--- src/common/gxa_pkg.sv ---
package gxa_pkg;
  // register byte offsets
  localparam logic [7:0] ADDR_CTRL = 8'h00;
  localparam logic [7:0] ADDR_ABORT = 8'h04;
  localparam logic [7:0] ADDR_COUNT = 8'h08;
  localparam logic [7:0] ADDR_STATUS = 8'h0C;
  // ctrl fields
  localparam int CTRL_POL_LSB = 0;
  localparam logic [1:0] POL_BEFORE = 2'h0;
  localparam logic [1:0] POL_AFTER = 2'h1;
  localparam logic [1:0] POL_ABORT = 2'h2;
  localparam logic [1:0] CTRL_RESET = 2'h1;
  // status fields
  localparam int ST_BUSY_BIT = 0;
  localparam int ST_MON_BIT = 1;
  localparam int ST_NMI_BIT = 2;
  localparam int ST_SHUT_BIT = 3;
  localparam int ST_HALT_BIT = 4;
  // host control field bits
  localparam int CR4_EXT_BIT = 5;
  localparam int EXC_MC_BIT = 18;
  localparam logic [63:0] FLAGS_VAL = 64'h0000_0000_0000_0002;
  // list entry checks
  localparam logic [31:0] MSR_SEG_FS = 32'hC000_0100;
  localparam logic [31:0] MSR_SEG_GS = 32'hC000_0101;
  localparam logic [23:0] MSR_IRQ_RANGE = 24'h00_0008;
  // abort reason codes
  localparam logic [31:0] CODE_GUEST_MSR = 32'h0000_0001;
  localparam logic [31:0] CODE_PTE = 32'h0000_0002;
  localparam logic [31:0] CODE_CORRUPT = 32'h0000_0003;
  localparam logic [31:0] CODE_HOST_MSR = 32'h0000_0004;
  localparam logic [31:0] CODE_MC = 32'h0000_0005;
  localparam logic [31:0] CODE_WIDE = 32'h0000_0006;
  localparam logic [15:0] SEC_ABORT = 16'h000D;
  localparam logic [15:0] SEC_MC = 16'h000C;
  localparam logic [15:0] VCPU_TAG_ZERO = 16'h0000;
  localparam logic [31:0] REASON_RESET = 32'h0000_0000;
  typedef enum logic [2:0] {
    ST_IDLE, ST_LOAD, ST_PTE, ST_MSR, ST_DONE, ST_ABORT, ST_HALT, ST_SHUT
  } gxa_state_type;
endpackage : gxa_pkg

--- src/rtl/gxa_exit.sv ---
// Behaviour
// - load ip, sp; flags cleared, bit1 set
// - ext paging only if bit5, not wide
// - check entries if paging new or base changes
// - never check entries without ext paging
// - bad entry aborts, else latch entries
// - active, no shadow, no pending debug
// - nmi exit sets nmi blocking only
// - tag off: invalidate tag zero, all contexts
// - every exit clears address monitoring
// - load list entries in order, count
// - segment-base or irq-range index fails
// - reserved bits, mgmt-only, barred, fault fail
// - flush-demanding load flushes cached translations
// - abort writes no structure data back
// - abort writes nonzero code at offset 4
// - reason codes one to six
// - secure shutdown 000D, else bus cycle
// - abort shutdown left only by reset
// - before-exit only if nothing loaded
// - before: shutdown or fault or exit
// - after: host fault or shutdown
// - machine check may abort, code 5
// - list loading only after host loads
`timescale 1ns/1ps
module gxa_exit #(
  parameter logic [63:0] PTE_RSVD = 64'hFFF0_0000_0000_01E6
) (
  input wire logic i_clk_sys,
  input wire logic i_rst_b,
  input wire logic i_hsel,
  input wire logic [31:0] i_haddr,
  input wire logic [1:0] i_htrans,
  input wire logic i_hwrite,
  input wire logic [2:0] i_hsize,
  input wire logic [31:0] i_hwdata,
  input wire logic i_hready,
  output logic o_hreadyout,
  output logic o_hresp,
  output logic [31:0] o_hrdata,
  input wire logic i_exit_req,
  input wire logic i_exit_nmi,
  input wire logic [63:0] i_host_ip,
  input wire logic [63:0] i_host_sp,
  input wire logic [63:0] i_host_cr4,
  input wire logic i_host_wide,
  input wire logic [63:0] i_host_page_base,
  input wire logic [63:0] i_cur_page_base,
  input wire logic i_paging_before,
  input wire logic i_wide_before,
  input wire logic i_guest_msr_fail,
  input wire logic i_corrupt,
  input wire logic i_vcpu_tag_en,
  input wire logic i_secure_launch,
  input wire logic i_end_in_mgmt,
  input wire logic i_mc_event,
  input wire logic i_guest_mce,
  input wire logic i_host_mce,
  input wire logic [31:0] i_exc_bitmap,
  input wire logic i_monitor_arm,
  output logic o_pte_req,
  output logic [1:0] o_pte_idx,
  output logic [63:0] o_pte_addr,
  input wire logic i_pte_ack,
  input wire logic [63:0] i_pte_data,
  output logic o_msr_req,
  output logic [31:0] o_msr_num,
  input wire logic i_msr_ack,
  input wire logic [127:0] i_msr_entry,
  input wire logic i_msr_mgmt_only,
  input wire logic i_msr_barred,
  input wire logic i_msr_wr_fault,
  input wire logic i_msr_flush,
  output logic o_msr_wr,
  output logic [31:0] o_msr_index,
  output logic [63:0] o_msr_data,
  output logic [63:0] o_instr_pointer,
  output logic [63:0] o_stack_pointer,
  output logic [63:0] o_flags_word,
  output logic [255:0] o_pte_regs,
  output logic o_pte_load,
  output logic o_active,
  output logic o_shadow_block,
  output logic o_pend_dbg,
  output logic o_nmi_block,
  input wire logic i_nmi_unblock,
  output logic o_inval,
  output logic [15:0] o_inval_tag,
  output logic o_tlb_flush,
  output logic o_monitor_armed,
  output logic o_exit_done,
  output logic o_abort_wr,
  output logic [31:0] o_abort_code,
  output logic o_special_cycle,
  output logic o_sec_shutdown,
  output logic [15:0] o_sec_code,
  output logic o_abort_shutdown,
  output logic o_shutdown,
  output logic o_mc_guest_fault,
  output logic o_mc_exit,
  output logic o_mc_host_fault,
  input wire logic [4:0] i_wake_evt,
  output logic [4:0] o_wake_evt
);
  gxa_pkg::gxa_state_type state;
  logic [1:0] mc_policy;
  logic [31:0] msr_count;
  logic [31:0] reason;
  logic [31:0] code;
  logic [31:0] msr_cnt;
  logic [63:0] pte_buf [4];
  logic wr_pend;
  logic [7:0] wr_addr;
  logic host_loaded;
  logic mc_pend;
  logic flush_pend;
  logic addr_ok;
  logic in_exit;
  logic pae_host;
  logic need_pte;
  logic load_bad;
  logic [31:0] load_code;
  logic pte_bad;
  logic msr_bad;
  logic [31:0] ent_idx;
  logic mc_now;

  // bus slave: zero wait, always okay
  assign o_hreadyout = 1'b1;
  assign o_hresp = 1'b0;
  assign addr_ok = i_hsel && i_htrans[1] && i_hready;

  always_ff @(posedge i_clk_sys) begin
    if (!i_rst_b) begin
      wr_pend <= 1'b0;
      wr_addr <= 8'h00;
    end else begin
      wr_pend <= addr_ok && i_hwrite;
      wr_addr <= i_haddr[7:0];
    end
  end

  // read data prepared at address phase
  always_ff @(posedge i_clk_sys) begin
    if (!i_rst_b) begin
      o_hrdata <= 32'h0000_0000;
    end else if (addr_ok && !i_hwrite) begin
      case (i_haddr[7:0])
        gxa_pkg::ADDR_CTRL: o_hrdata <= {30'h0000_0000, mc_policy};
        gxa_pkg::ADDR_ABORT: o_hrdata <= reason;
        gxa_pkg::ADDR_COUNT: o_hrdata <= msr_count;
        gxa_pkg::ADDR_STATUS: begin
          o_hrdata <= 32'h0000_0000;
          o_hrdata[gxa_pkg::ST_BUSY_BIT] <= in_exit;
          o_hrdata[gxa_pkg::ST_MON_BIT] <= o_monitor_armed;
          o_hrdata[gxa_pkg::ST_NMI_BIT] <= o_nmi_block;
          o_hrdata[gxa_pkg::ST_SHUT_BIT] <= o_shutdown;
          o_hrdata[gxa_pkg::ST_HALT_BIT] <= o_abort_shutdown;
        end
        default: o_hrdata <= 32'h0000_0000;
      endcase
    end
  end

  always_ff @(posedge i_clk_sys) begin
    if (!i_rst_b) begin
      mc_policy <= gxa_pkg::CTRL_RESET;
      msr_count <= 32'h0000_0000;
    end else if (wr_pend) begin
      if (wr_addr == gxa_pkg::ADDR_CTRL) begin
        mc_policy <= i_hwdata[gxa_pkg::CTRL_POL_LSB +: 2];
      end
      if (wr_addr == gxa_pkg::ADDR_COUNT) begin
        msr_count <= i_hwdata;
      end
    end
  end

  // hardware write beats a software clear in the same cycle
  always_ff @(posedge i_clk_sys) begin
    if (!i_rst_b) begin
      reason <= gxa_pkg::REASON_RESET;
    end else if (state == gxa_pkg::ST_ABORT) begin
      reason <= code;
    end else if (wr_pend && wr_addr == gxa_pkg::ADDR_ABORT) begin
      reason <= i_hwdata;
    end
  end

  assign in_exit = state == gxa_pkg::ST_LOAD || state == gxa_pkg::ST_PTE ||
                   state == gxa_pkg::ST_MSR;
  assign pae_host = i_host_cr4[gxa_pkg::CR4_EXT_BIT] && !i_host_wide;
  // checking only when required keeps the optional case out
  assign need_pte = pae_host && (!i_paging_before ||
                    i_host_page_base != i_cur_page_base);
  assign mc_now = in_exit && i_mc_event;

  // any one cause may be reported; first match wins
  always_comb begin
    load_bad = 1'b1;
    load_code = gxa_pkg::CODE_CORRUPT;
    if (i_corrupt) begin
      load_code = gxa_pkg::CODE_CORRUPT;
    end else if (i_guest_msr_fail) begin
      load_code = gxa_pkg::CODE_GUEST_MSR;
    end else if (i_wide_before && !i_host_wide) begin
      load_code = gxa_pkg::CODE_WIDE;
    end else begin
      load_bad = 1'b0;
    end
  end

  assign pte_bad = i_pte_data[0] && ((i_pte_data & PTE_RSVD) != 64'h0000_0000_0000_0000);
  assign ent_idx = i_msr_entry[31:0];
  assign msr_bad = ent_idx == gxa_pkg::MSR_SEG_FS || ent_idx == gxa_pkg::MSR_SEG_GS ||
                   ent_idx[31:8] == gxa_pkg::MSR_IRQ_RANGE ||
                   i_msr_entry[63:32] != 32'h0000_0000 ||
                   (i_msr_mgmt_only && !i_end_in_mgmt) ||
                   i_msr_barred || i_msr_wr_fault;

  assign o_pte_req = state == gxa_pkg::ST_PTE;
  assign o_pte_addr = {i_host_page_base[63:5], o_pte_idx, 3'h0};
  assign o_msr_req = state == gxa_pkg::ST_MSR && msr_cnt != msr_count;
  assign o_msr_num = msr_cnt;
  assign o_inval_tag = gxa_pkg::VCPU_TAG_ZERO;
  // events are swallowed while halted
  assign o_wake_evt = o_abort_shutdown ? 5'h00 : i_wake_evt;

  always_ff @(posedge i_clk_sys) begin
    if (!i_rst_b) begin
      o_nmi_block <= 1'b0;
    end else if (state == gxa_pkg::ST_LOAD && !load_bad && !mc_now && i_exit_nmi) begin
      o_nmi_block <= 1'b1;
    end else if (i_nmi_unblock) begin
      o_nmi_block <= 1'b0;
    end
  end

  // clearing on exit wins over a new arm
  always_ff @(posedge i_clk_sys) begin
    if (!i_rst_b) begin
      o_monitor_armed <= 1'b0;
    end else if (state == gxa_pkg::ST_LOAD) begin
      o_monitor_armed <= 1'b0;
    end else if (i_monitor_arm) begin
      o_monitor_armed <= 1'b1;
    end
  end

  always_ff @(posedge i_clk_sys) begin
    if (!i_rst_b) begin
      state <= gxa_pkg::ST_IDLE;
      code <= gxa_pkg::CODE_CORRUPT;
      msr_cnt <= 32'h0000_0000;
      o_pte_idx <= 2'h0;
      host_loaded <= 1'b0;
      mc_pend <= 1'b0;
      flush_pend <= 1'b0;
      o_instr_pointer <= 64'h0000_0000_0000_0000;
      o_stack_pointer <= 64'h0000_0000_0000_0000;
      o_flags_word <= gxa_pkg::FLAGS_VAL;
      o_pte_regs <= '0;
      o_active <= 1'b1;
      o_shadow_block <= 1'b0;
      o_pend_dbg <= 1'b0;
      o_msr_index <= 32'h0000_0000;
      o_msr_data <= 64'h0000_0000_0000_0000;
      o_sec_code <= 16'h0000;
      o_abort_code <= 32'h0000_0000;
      o_abort_shutdown <= 1'b0;
      o_shutdown <= 1'b0;
      for (int k = 0; k < 4; k++) begin
        pte_buf[k] <= 64'h0000_0000_0000_0000;
      end
      {o_pte_load, o_inval, o_tlb_flush, o_exit_done, o_abort_wr, o_special_cycle} <= 6'h00;
      {o_sec_shutdown, o_mc_guest_fault, o_mc_exit, o_mc_host_fault, o_msr_wr} <= 5'h00;
    end else begin
      {o_pte_load, o_inval, o_tlb_flush, o_exit_done, o_abort_wr, o_special_cycle} <= 6'h00;
      {o_sec_shutdown, o_mc_guest_fault, o_mc_exit, o_mc_host_fault, o_msr_wr} <= 5'h00;
      if (mc_now && mc_policy == gxa_pkg::POL_ABORT) begin
        code <= gxa_pkg::CODE_MC;
        state <= gxa_pkg::ST_ABORT;
      end else if (mc_now && mc_policy == gxa_pkg::POL_BEFORE && !host_loaded) begin
        // exit dropped, event taken in guest context
        state <= gxa_pkg::ST_IDLE;
        if (!i_guest_mce) begin
          if (i_secure_launch) begin
            o_sec_shutdown <= 1'b1;
            o_sec_code <= gxa_pkg::SEC_MC;
          end
          o_shutdown <= !i_secure_launch;
          state <= i_secure_launch ? gxa_pkg::ST_IDLE : gxa_pkg::ST_SHUT;
        end else if (!i_exc_bitmap[gxa_pkg::EXC_MC_BIT]) begin
          o_mc_guest_fault <= 1'b1;
        end else begin
          o_mc_exit <= 1'b1;
        end
      end else begin
        if (mc_now) begin
          // under after policy, or once host state is partly loaded, defer to completion
          mc_pend <= 1'b1;
        end
        case (state)
          gxa_pkg::ST_IDLE: begin
            if (i_exit_req) begin
              state <= gxa_pkg::ST_LOAD;
              host_loaded <= 1'b0;
              mc_pend <= 1'b0;
              flush_pend <= 1'b0;
              msr_cnt <= 32'h0000_0000;
              o_pte_idx <= 2'h0;
            end
          end
          gxa_pkg::ST_LOAD: begin
            if (load_bad) begin
              code <= load_code;
              state <= gxa_pkg::ST_ABORT;
            end else begin
              o_instr_pointer <= i_host_ip;
              o_stack_pointer <= i_host_sp;
              o_flags_word <= gxa_pkg::FLAGS_VAL;
              o_active <= 1'b1;
              o_shadow_block <= 1'b0;
              o_pend_dbg <= 1'b0;
              o_inval <= !i_vcpu_tag_en;
              host_loaded <= 1'b1;
              // list loading waits for register loads
              state <= need_pte ? gxa_pkg::ST_PTE : gxa_pkg::ST_MSR;
            end
          end
          gxa_pkg::ST_PTE: begin
            if (i_pte_ack) begin
              if (pte_bad) begin
                code <= gxa_pkg::CODE_PTE;
                state <= gxa_pkg::ST_ABORT;
              end else begin
                pte_buf[o_pte_idx] <= i_pte_data;
                o_pte_idx <= o_pte_idx + 2'h1;
                if (o_pte_idx == 2'h3) begin
                  // entries only become visible once all four pass
                  o_pte_regs <= {i_pte_data, pte_buf[2], pte_buf[1], pte_buf[0]};
                  o_pte_load <= 1'b1;
                  state <= gxa_pkg::ST_MSR;
                end
              end
            end
          end
          gxa_pkg::ST_MSR: begin
            if (msr_cnt == msr_count) begin
              state <= gxa_pkg::ST_DONE;
            end else if (i_msr_ack) begin
              if (msr_bad) begin
                code <= gxa_pkg::CODE_HOST_MSR;
                state <= gxa_pkg::ST_ABORT;
              end else begin
                o_msr_wr <= 1'b1;
                o_msr_index <= ent_idx;
                o_msr_data <= i_msr_entry[127:64];
                msr_cnt <= msr_cnt + 32'h0000_0001;
                if (i_msr_flush) begin
                  flush_pend <= 1'b1;
                end
              end
            end
          end
          gxa_pkg::ST_DONE: begin
            o_exit_done <= 1'b1;
            o_tlb_flush <= flush_pend;
            state <= gxa_pkg::ST_IDLE;
            if (mc_pend) begin
              if (i_host_mce) begin
                o_mc_host_fault <= 1'b1;
              end else if (i_secure_launch) begin
                o_sec_shutdown <= 1'b1;
                o_sec_code <= gxa_pkg::SEC_MC;
              end else begin
                o_shutdown <= 1'b1;
                state <= gxa_pkg::ST_SHUT;
              end
            end
          end
          gxa_pkg::ST_ABORT: begin
            // only the reason word leaves; structure data stays untouched
            o_abort_wr <= 1'b1;
            o_abort_code <= code;
            if (i_secure_launch) begin
              o_sec_shutdown <= 1'b1;
              o_sec_code <= gxa_pkg::SEC_ABORT;
            end else begin
              o_special_cycle <= 1'b1;
            end
            o_abort_shutdown <= 1'b1;
            state <= gxa_pkg::ST_HALT;
          end
          gxa_pkg::ST_HALT: state <= gxa_pkg::ST_HALT;
          gxa_pkg::ST_SHUT: state <= gxa_pkg::ST_SHUT;
          default: state <= gxa_pkg::ST_IDLE;
        endcase
      end
    end
  end
endmodule : gxa_exit

--- config.mk ---
export PLATFORM = sky130hd
export DESIGN_NAME = gxa_exit
export DESIGN_NICKNAME = d
export VERILOG_FILES = /design/src/common/gxa_pkg.sv /design/src/rtl/gxa_exit.sv
export SDC_FILE = /design/constraint.sdc
export NUM_CORES = 2
export LEC_CHECK = 0
export ABC_AREA = 1
export BUFFER_PORTS_ARGS = -buffer_cell sky130_fd_sc_hd__buf_2
export CAP_MARGIN = 20
export CORE_AREA = 2 2 548 550
export CTS_CLUSTER_DIAMETER = 30
export DETAILED_ROUTE_END_ITERATION = 12
export DIE_AREA = 0 0 550 552
export PLACE_DENSITY = 0.31
export SYNTH_ARGS = -nofsm -noshare
export SYNTH_HDL_FRONTEND = slang
export SYNTH_SLANG_ARGS = --single-unit
--- constraint.sdc ---
create_clock -name i_clk_sys -period 4.98 [get_ports i_clk_sys]
set_input_delay 0 -clock i_clk_sys [delete_from_list [all_inputs] [get_ports i_clk_sys]]
set_output_delay 0 -clock i_clk_sys [all_outputs]
set_load 0.05 [all_outputs]
==> results by group <==
Status
  • Status: finished, final reports clean

Min path
  • Tightest Hold Check Type: primary input to register
  • Hold depth: 4

Power and ir drop
  • Pwr dens: 493.2 mW/mm2
  • VDD IR max: around 0.28 mV
  • Leak Pwr: approximately 0.027 uW
  • Total power: 30,410 uW

Synth
  • YS warnings: 0
  • Mux contribution to synthesized area: 0%
  • Yosys top cell area share: around 38%
  • Post-synthesis sequential area ratio: a little over half
  • Most common library cells after synthesis: 1,032 x nor2_1, 664 x dfxtp_1, 646 x nand2_1
  • Most numerous cell in the Yosys netlist: nor2_1
  • Compound-cell area share of the yosys netlist: 10.53%
  • Number of library cell types mapped by synthesis: 48
  • Syn_area_per_cell: 7.999 um2
  • FF+latch count, synth: 856
  • Area share of xor/xnor cells in the synthesized design: 1.219%
  • Post-Synth Simple-Gate Area: between 20% and 30%
  • Ys async rst share: 0%
  • Synth Instances: 4,402
  • Post-synthesis adder-cell area fraction: less than 1%
  • Area leader, netlist: dfxtp_1
  • Post-synth EDFFs: between 150 and 200
  • Top post-synthesis cells by area: dfxtp_1 38%, edfxtp_1 16%, nor2_1 11%
  • Largest family of logic cells by synthesized area: simple AND/OR/NAND/NOR gates
  • Top_reg_cell synth: dfxtp_1
  • Syn Std Cell Area: 0.03521 mm2

Clock tree
  • Number of clock sinks: 856
  • Htree depth: 5
  • CTS Buf Count: 319
  • CTS hold repair buffers: 617
  • Clock Tree Root: clkbuf_16
  • Post-CTS sizing: 0
  • Clock slew seen by the registers of the worst setup and hold paths: 40 ps
  • Setup bufs post-CTS: 0
  • Maximum root-to-sink buffer count: 4
  • Clock Latency Late Sink: 920 ps
  • CTS tree: done

Global routing
  • Total global-route track usage: 16.26%
  • Initial antenna violation count: 168
  • First-pass GRT wire length: 337.4 mm
  • Pin count of the biggest net entering global routing: 173
  • Vias in the first global route: roughly 38,000
  • Global-route congestion overflow total: 0

Place
  • Placer Congestion: 0.9772
  • Buffers on Ports: 1,169
  • HPWL after DPL: 200.5 mm
  • Dpl cell area: 0.04460 mm2

Timing
  • Final Critical Period: 3917 ps
  • Final setup vio count: 0
  • Setup TNS: 0 ps
  • Final hold vios: 0
  • Worst Max-Slew Pin Slew: 1073 ps
  • Final Max Slew Viols: 0
  • Unrepaired setup endpoints after global routing: false
  • FMAX: 0.2553 GHz
  • Slew HR: 28.45%
  • Clock Skew: about 95 ps
  • Period utilization: between 70% and 80%

Layout
  • Design area: between 0.06 and 0.07 mm2
  • Fin nets: just under 7,000
  • Core Util, Final: 20.67%
  • FILL cells: between 30,000 and 40,000
  • P&R area growth vs syn: 75.07%
  • Share of cells above drive strength 1: 27.03%

Drt
  • Vias per cell: 3.615
  • 1st-iter DRT viols: ~2,300
  • WL/cell: 24.36 um
  • TritonRoute pass-1 iters: 5
  • WL final: 256.1 mm
  • Vias: approximately 38,000
  • DRC Markers: 0
  • Detail Route Antenna Nets: 0

Critical path
  • Cells along the critical path: inv_1 > nand2_1 > nand4_1 > nor2_1 > nand2_1 > nor2_1 > nand2_1 > buf_4 > nand2_1 > inv_1 > nand2_4 > inv_2 > buf_4 > o21ai_0 > nor2_1 > dlygate4sd3_1
  • WP data arrival: around 4600 ps
  • Type of the worst setup path: register to register
  • Crit path max-delay cell type: dfxtp_1
  • FF-to-FF path depth: 16
  • Cell repeated most along the worst path: nand2_1
  • Crit path max fanout: 31
  • Worst stage delay on the critical path: roughly 670 ps
  • CP startpoint kind: register
  • CP required: ~5700 ps
  • CP Capture Type: register

Run
  • Max-cap viol count: 0

Floorplan
  • Core area: 0.2983 mm2
  • Die area: 0.3036 mm2
  • Cell row count: 201
  • Initial Util: 11.81%
  • DIE HEIGHT: ~550 um
  • IO Pins: 1,409
  • Width of the die: 550 um
-- flip-flops by register name (all words and copies together), names as in the netlist, 2 cells and up --
| signal | count |
|---|---|
| wr_addr | 8 |
| o_sec_code | 16 |
| mc_policy | 2 |
| msr_count | 32 |
| o_pte_regs | 256 |
| o_hrdata | 32 |
| state | 3 |
| o_msr_num | 32 |
| o_pte_idx | 2 |
| o_msr_data | 64 |
| o_stack_pointer | 64 |
| code | 3 |
| reason | 32 |
| o_msr_index | 32 |
| o_abort_code | 3 |
| o_instr_pointer | 64 |
| pte_buf | 192 |
-- critical path, delay by kind of cell (launching register included) --
kind	cells	cell delay, ps
buffers and inverters	6	1770
AND/OR/NAND/NOR	9	1100
flip-flops	1	670
AO/OA/AOI/OAI	1	220
-- through the flow --
step           cells  hold WS, ps  worst slack, ps
2_1_floorplan   4517        72.38             1308
3_3_place_gp    9268        175.4            843.6
3_5_place_dp    9268        165.7            792.9
4_1_cts        10460        1.225             1041
5_1_grt        10477        10.79            781.2
6_report       10510        21.51             1063
-- placed cells by master, fill, tap and decap left out, types with 20 or more instances in the layout --
| master | Yosys | routed |
|---|---|---|
| a21oi_1 | 364 | 364 |
| buf_2 | 62 | 1168 |
| buf_4 | 187 | 58 |
| bufinv_16 | 0 | 20 |
| clkbuf_1 | 167 | 62 |
| clkbuf_16 | 0 | 323 |
| clkbuf_8 | 0 | 60 |
| clkinv_1 | 3 | 32 |
| clkinv_2 | 0 | 54 |
| conb_1 | 2 | 117 |
| dfxtp_1 | 664 | 664 |
| diode_2 | 0 | 49 |
| dlygate4sd3_1 | 0 | 617 |
| edfxtp_1 | 192 | 192 |
| inv_1 | 275 | 274 |
| nand2_1 | 646 | 641 |
| nand3_1 | 236 | 236 |
| nand4_1 | 51 | 51 |
| nor2_1 | 1032 | 1030 |
| nor3_1 | 25 | 24 |
| nor4_1 | 29 | 27 |
| o21ai_0 | 314 | 314 |
| xnor2_1 | 21 | 21 |
| xor2_1 | 28 | 28 |
-- worst paths after layout --
kind                 startpoint                  end  slack, ps
setup reg to reg   o_msr_num[0]       o_msr_data[13]       1060
hold reg to reg   o_sec_code[5]        o_sec_code[5]        430
setup / recovery   o_msr_num[0]       o_msr_data[13]       1060
hold / removal    i_host_sp[44]  o_stack_pointer[44]         20
-- logic make-up (layout without fill, tap and decap cells) --
| logic type | Yosys count | count (layout) |
|---|---|---|
| buf+inv | 726 | 2712 |
| fa+ha+maj | 2 | 2 |
| other cells | 2 | 166 |
| xor+xnor | 49 | 49 |
| compound gates | 724 | 724 |
| simple gates | 2043 | 2043 |
| flops | 856 | 856 |
-- where the power goes --
| part | internal (uW) | total, uW | switching (uW) |
|---|---|---|---|
| combinational | 931 | 3390 | 2460 |
| sequential | 7360 | 7500 | 144 |
| clock | 13700 | 19500 | 5800 |
| total | 22000 | 30400 | 8410 |
-- area by class of cell --
class,count,area [um2],share of cell area (%)
clock buffers,445,9141,14.83
diodes,49,122.6,0.1989
multi-input cells,2935,13010,21.11
clock inverters,130,1592,2.582
flip-flops and latches,856,19060,30.91
repair buffers,1856,12710,20.61
well taps,3958,4952,8.033
inverters,281,1065,1.727
-- per-layer routing --
layer | GRT usage [%] | part of all wire [%] | vias to the layer above
met5 | 0 | 0.15 | -
met4 | 4.912 | 3.2 | 60
met2 | 25.38 | 44 | 1506
met1 | 20.07 | 43 | 18013
li1 | - | - | 17900
met3 | 6.979 | 10 | 515
No activity file was read; power rests on OpenSTA's default activity.
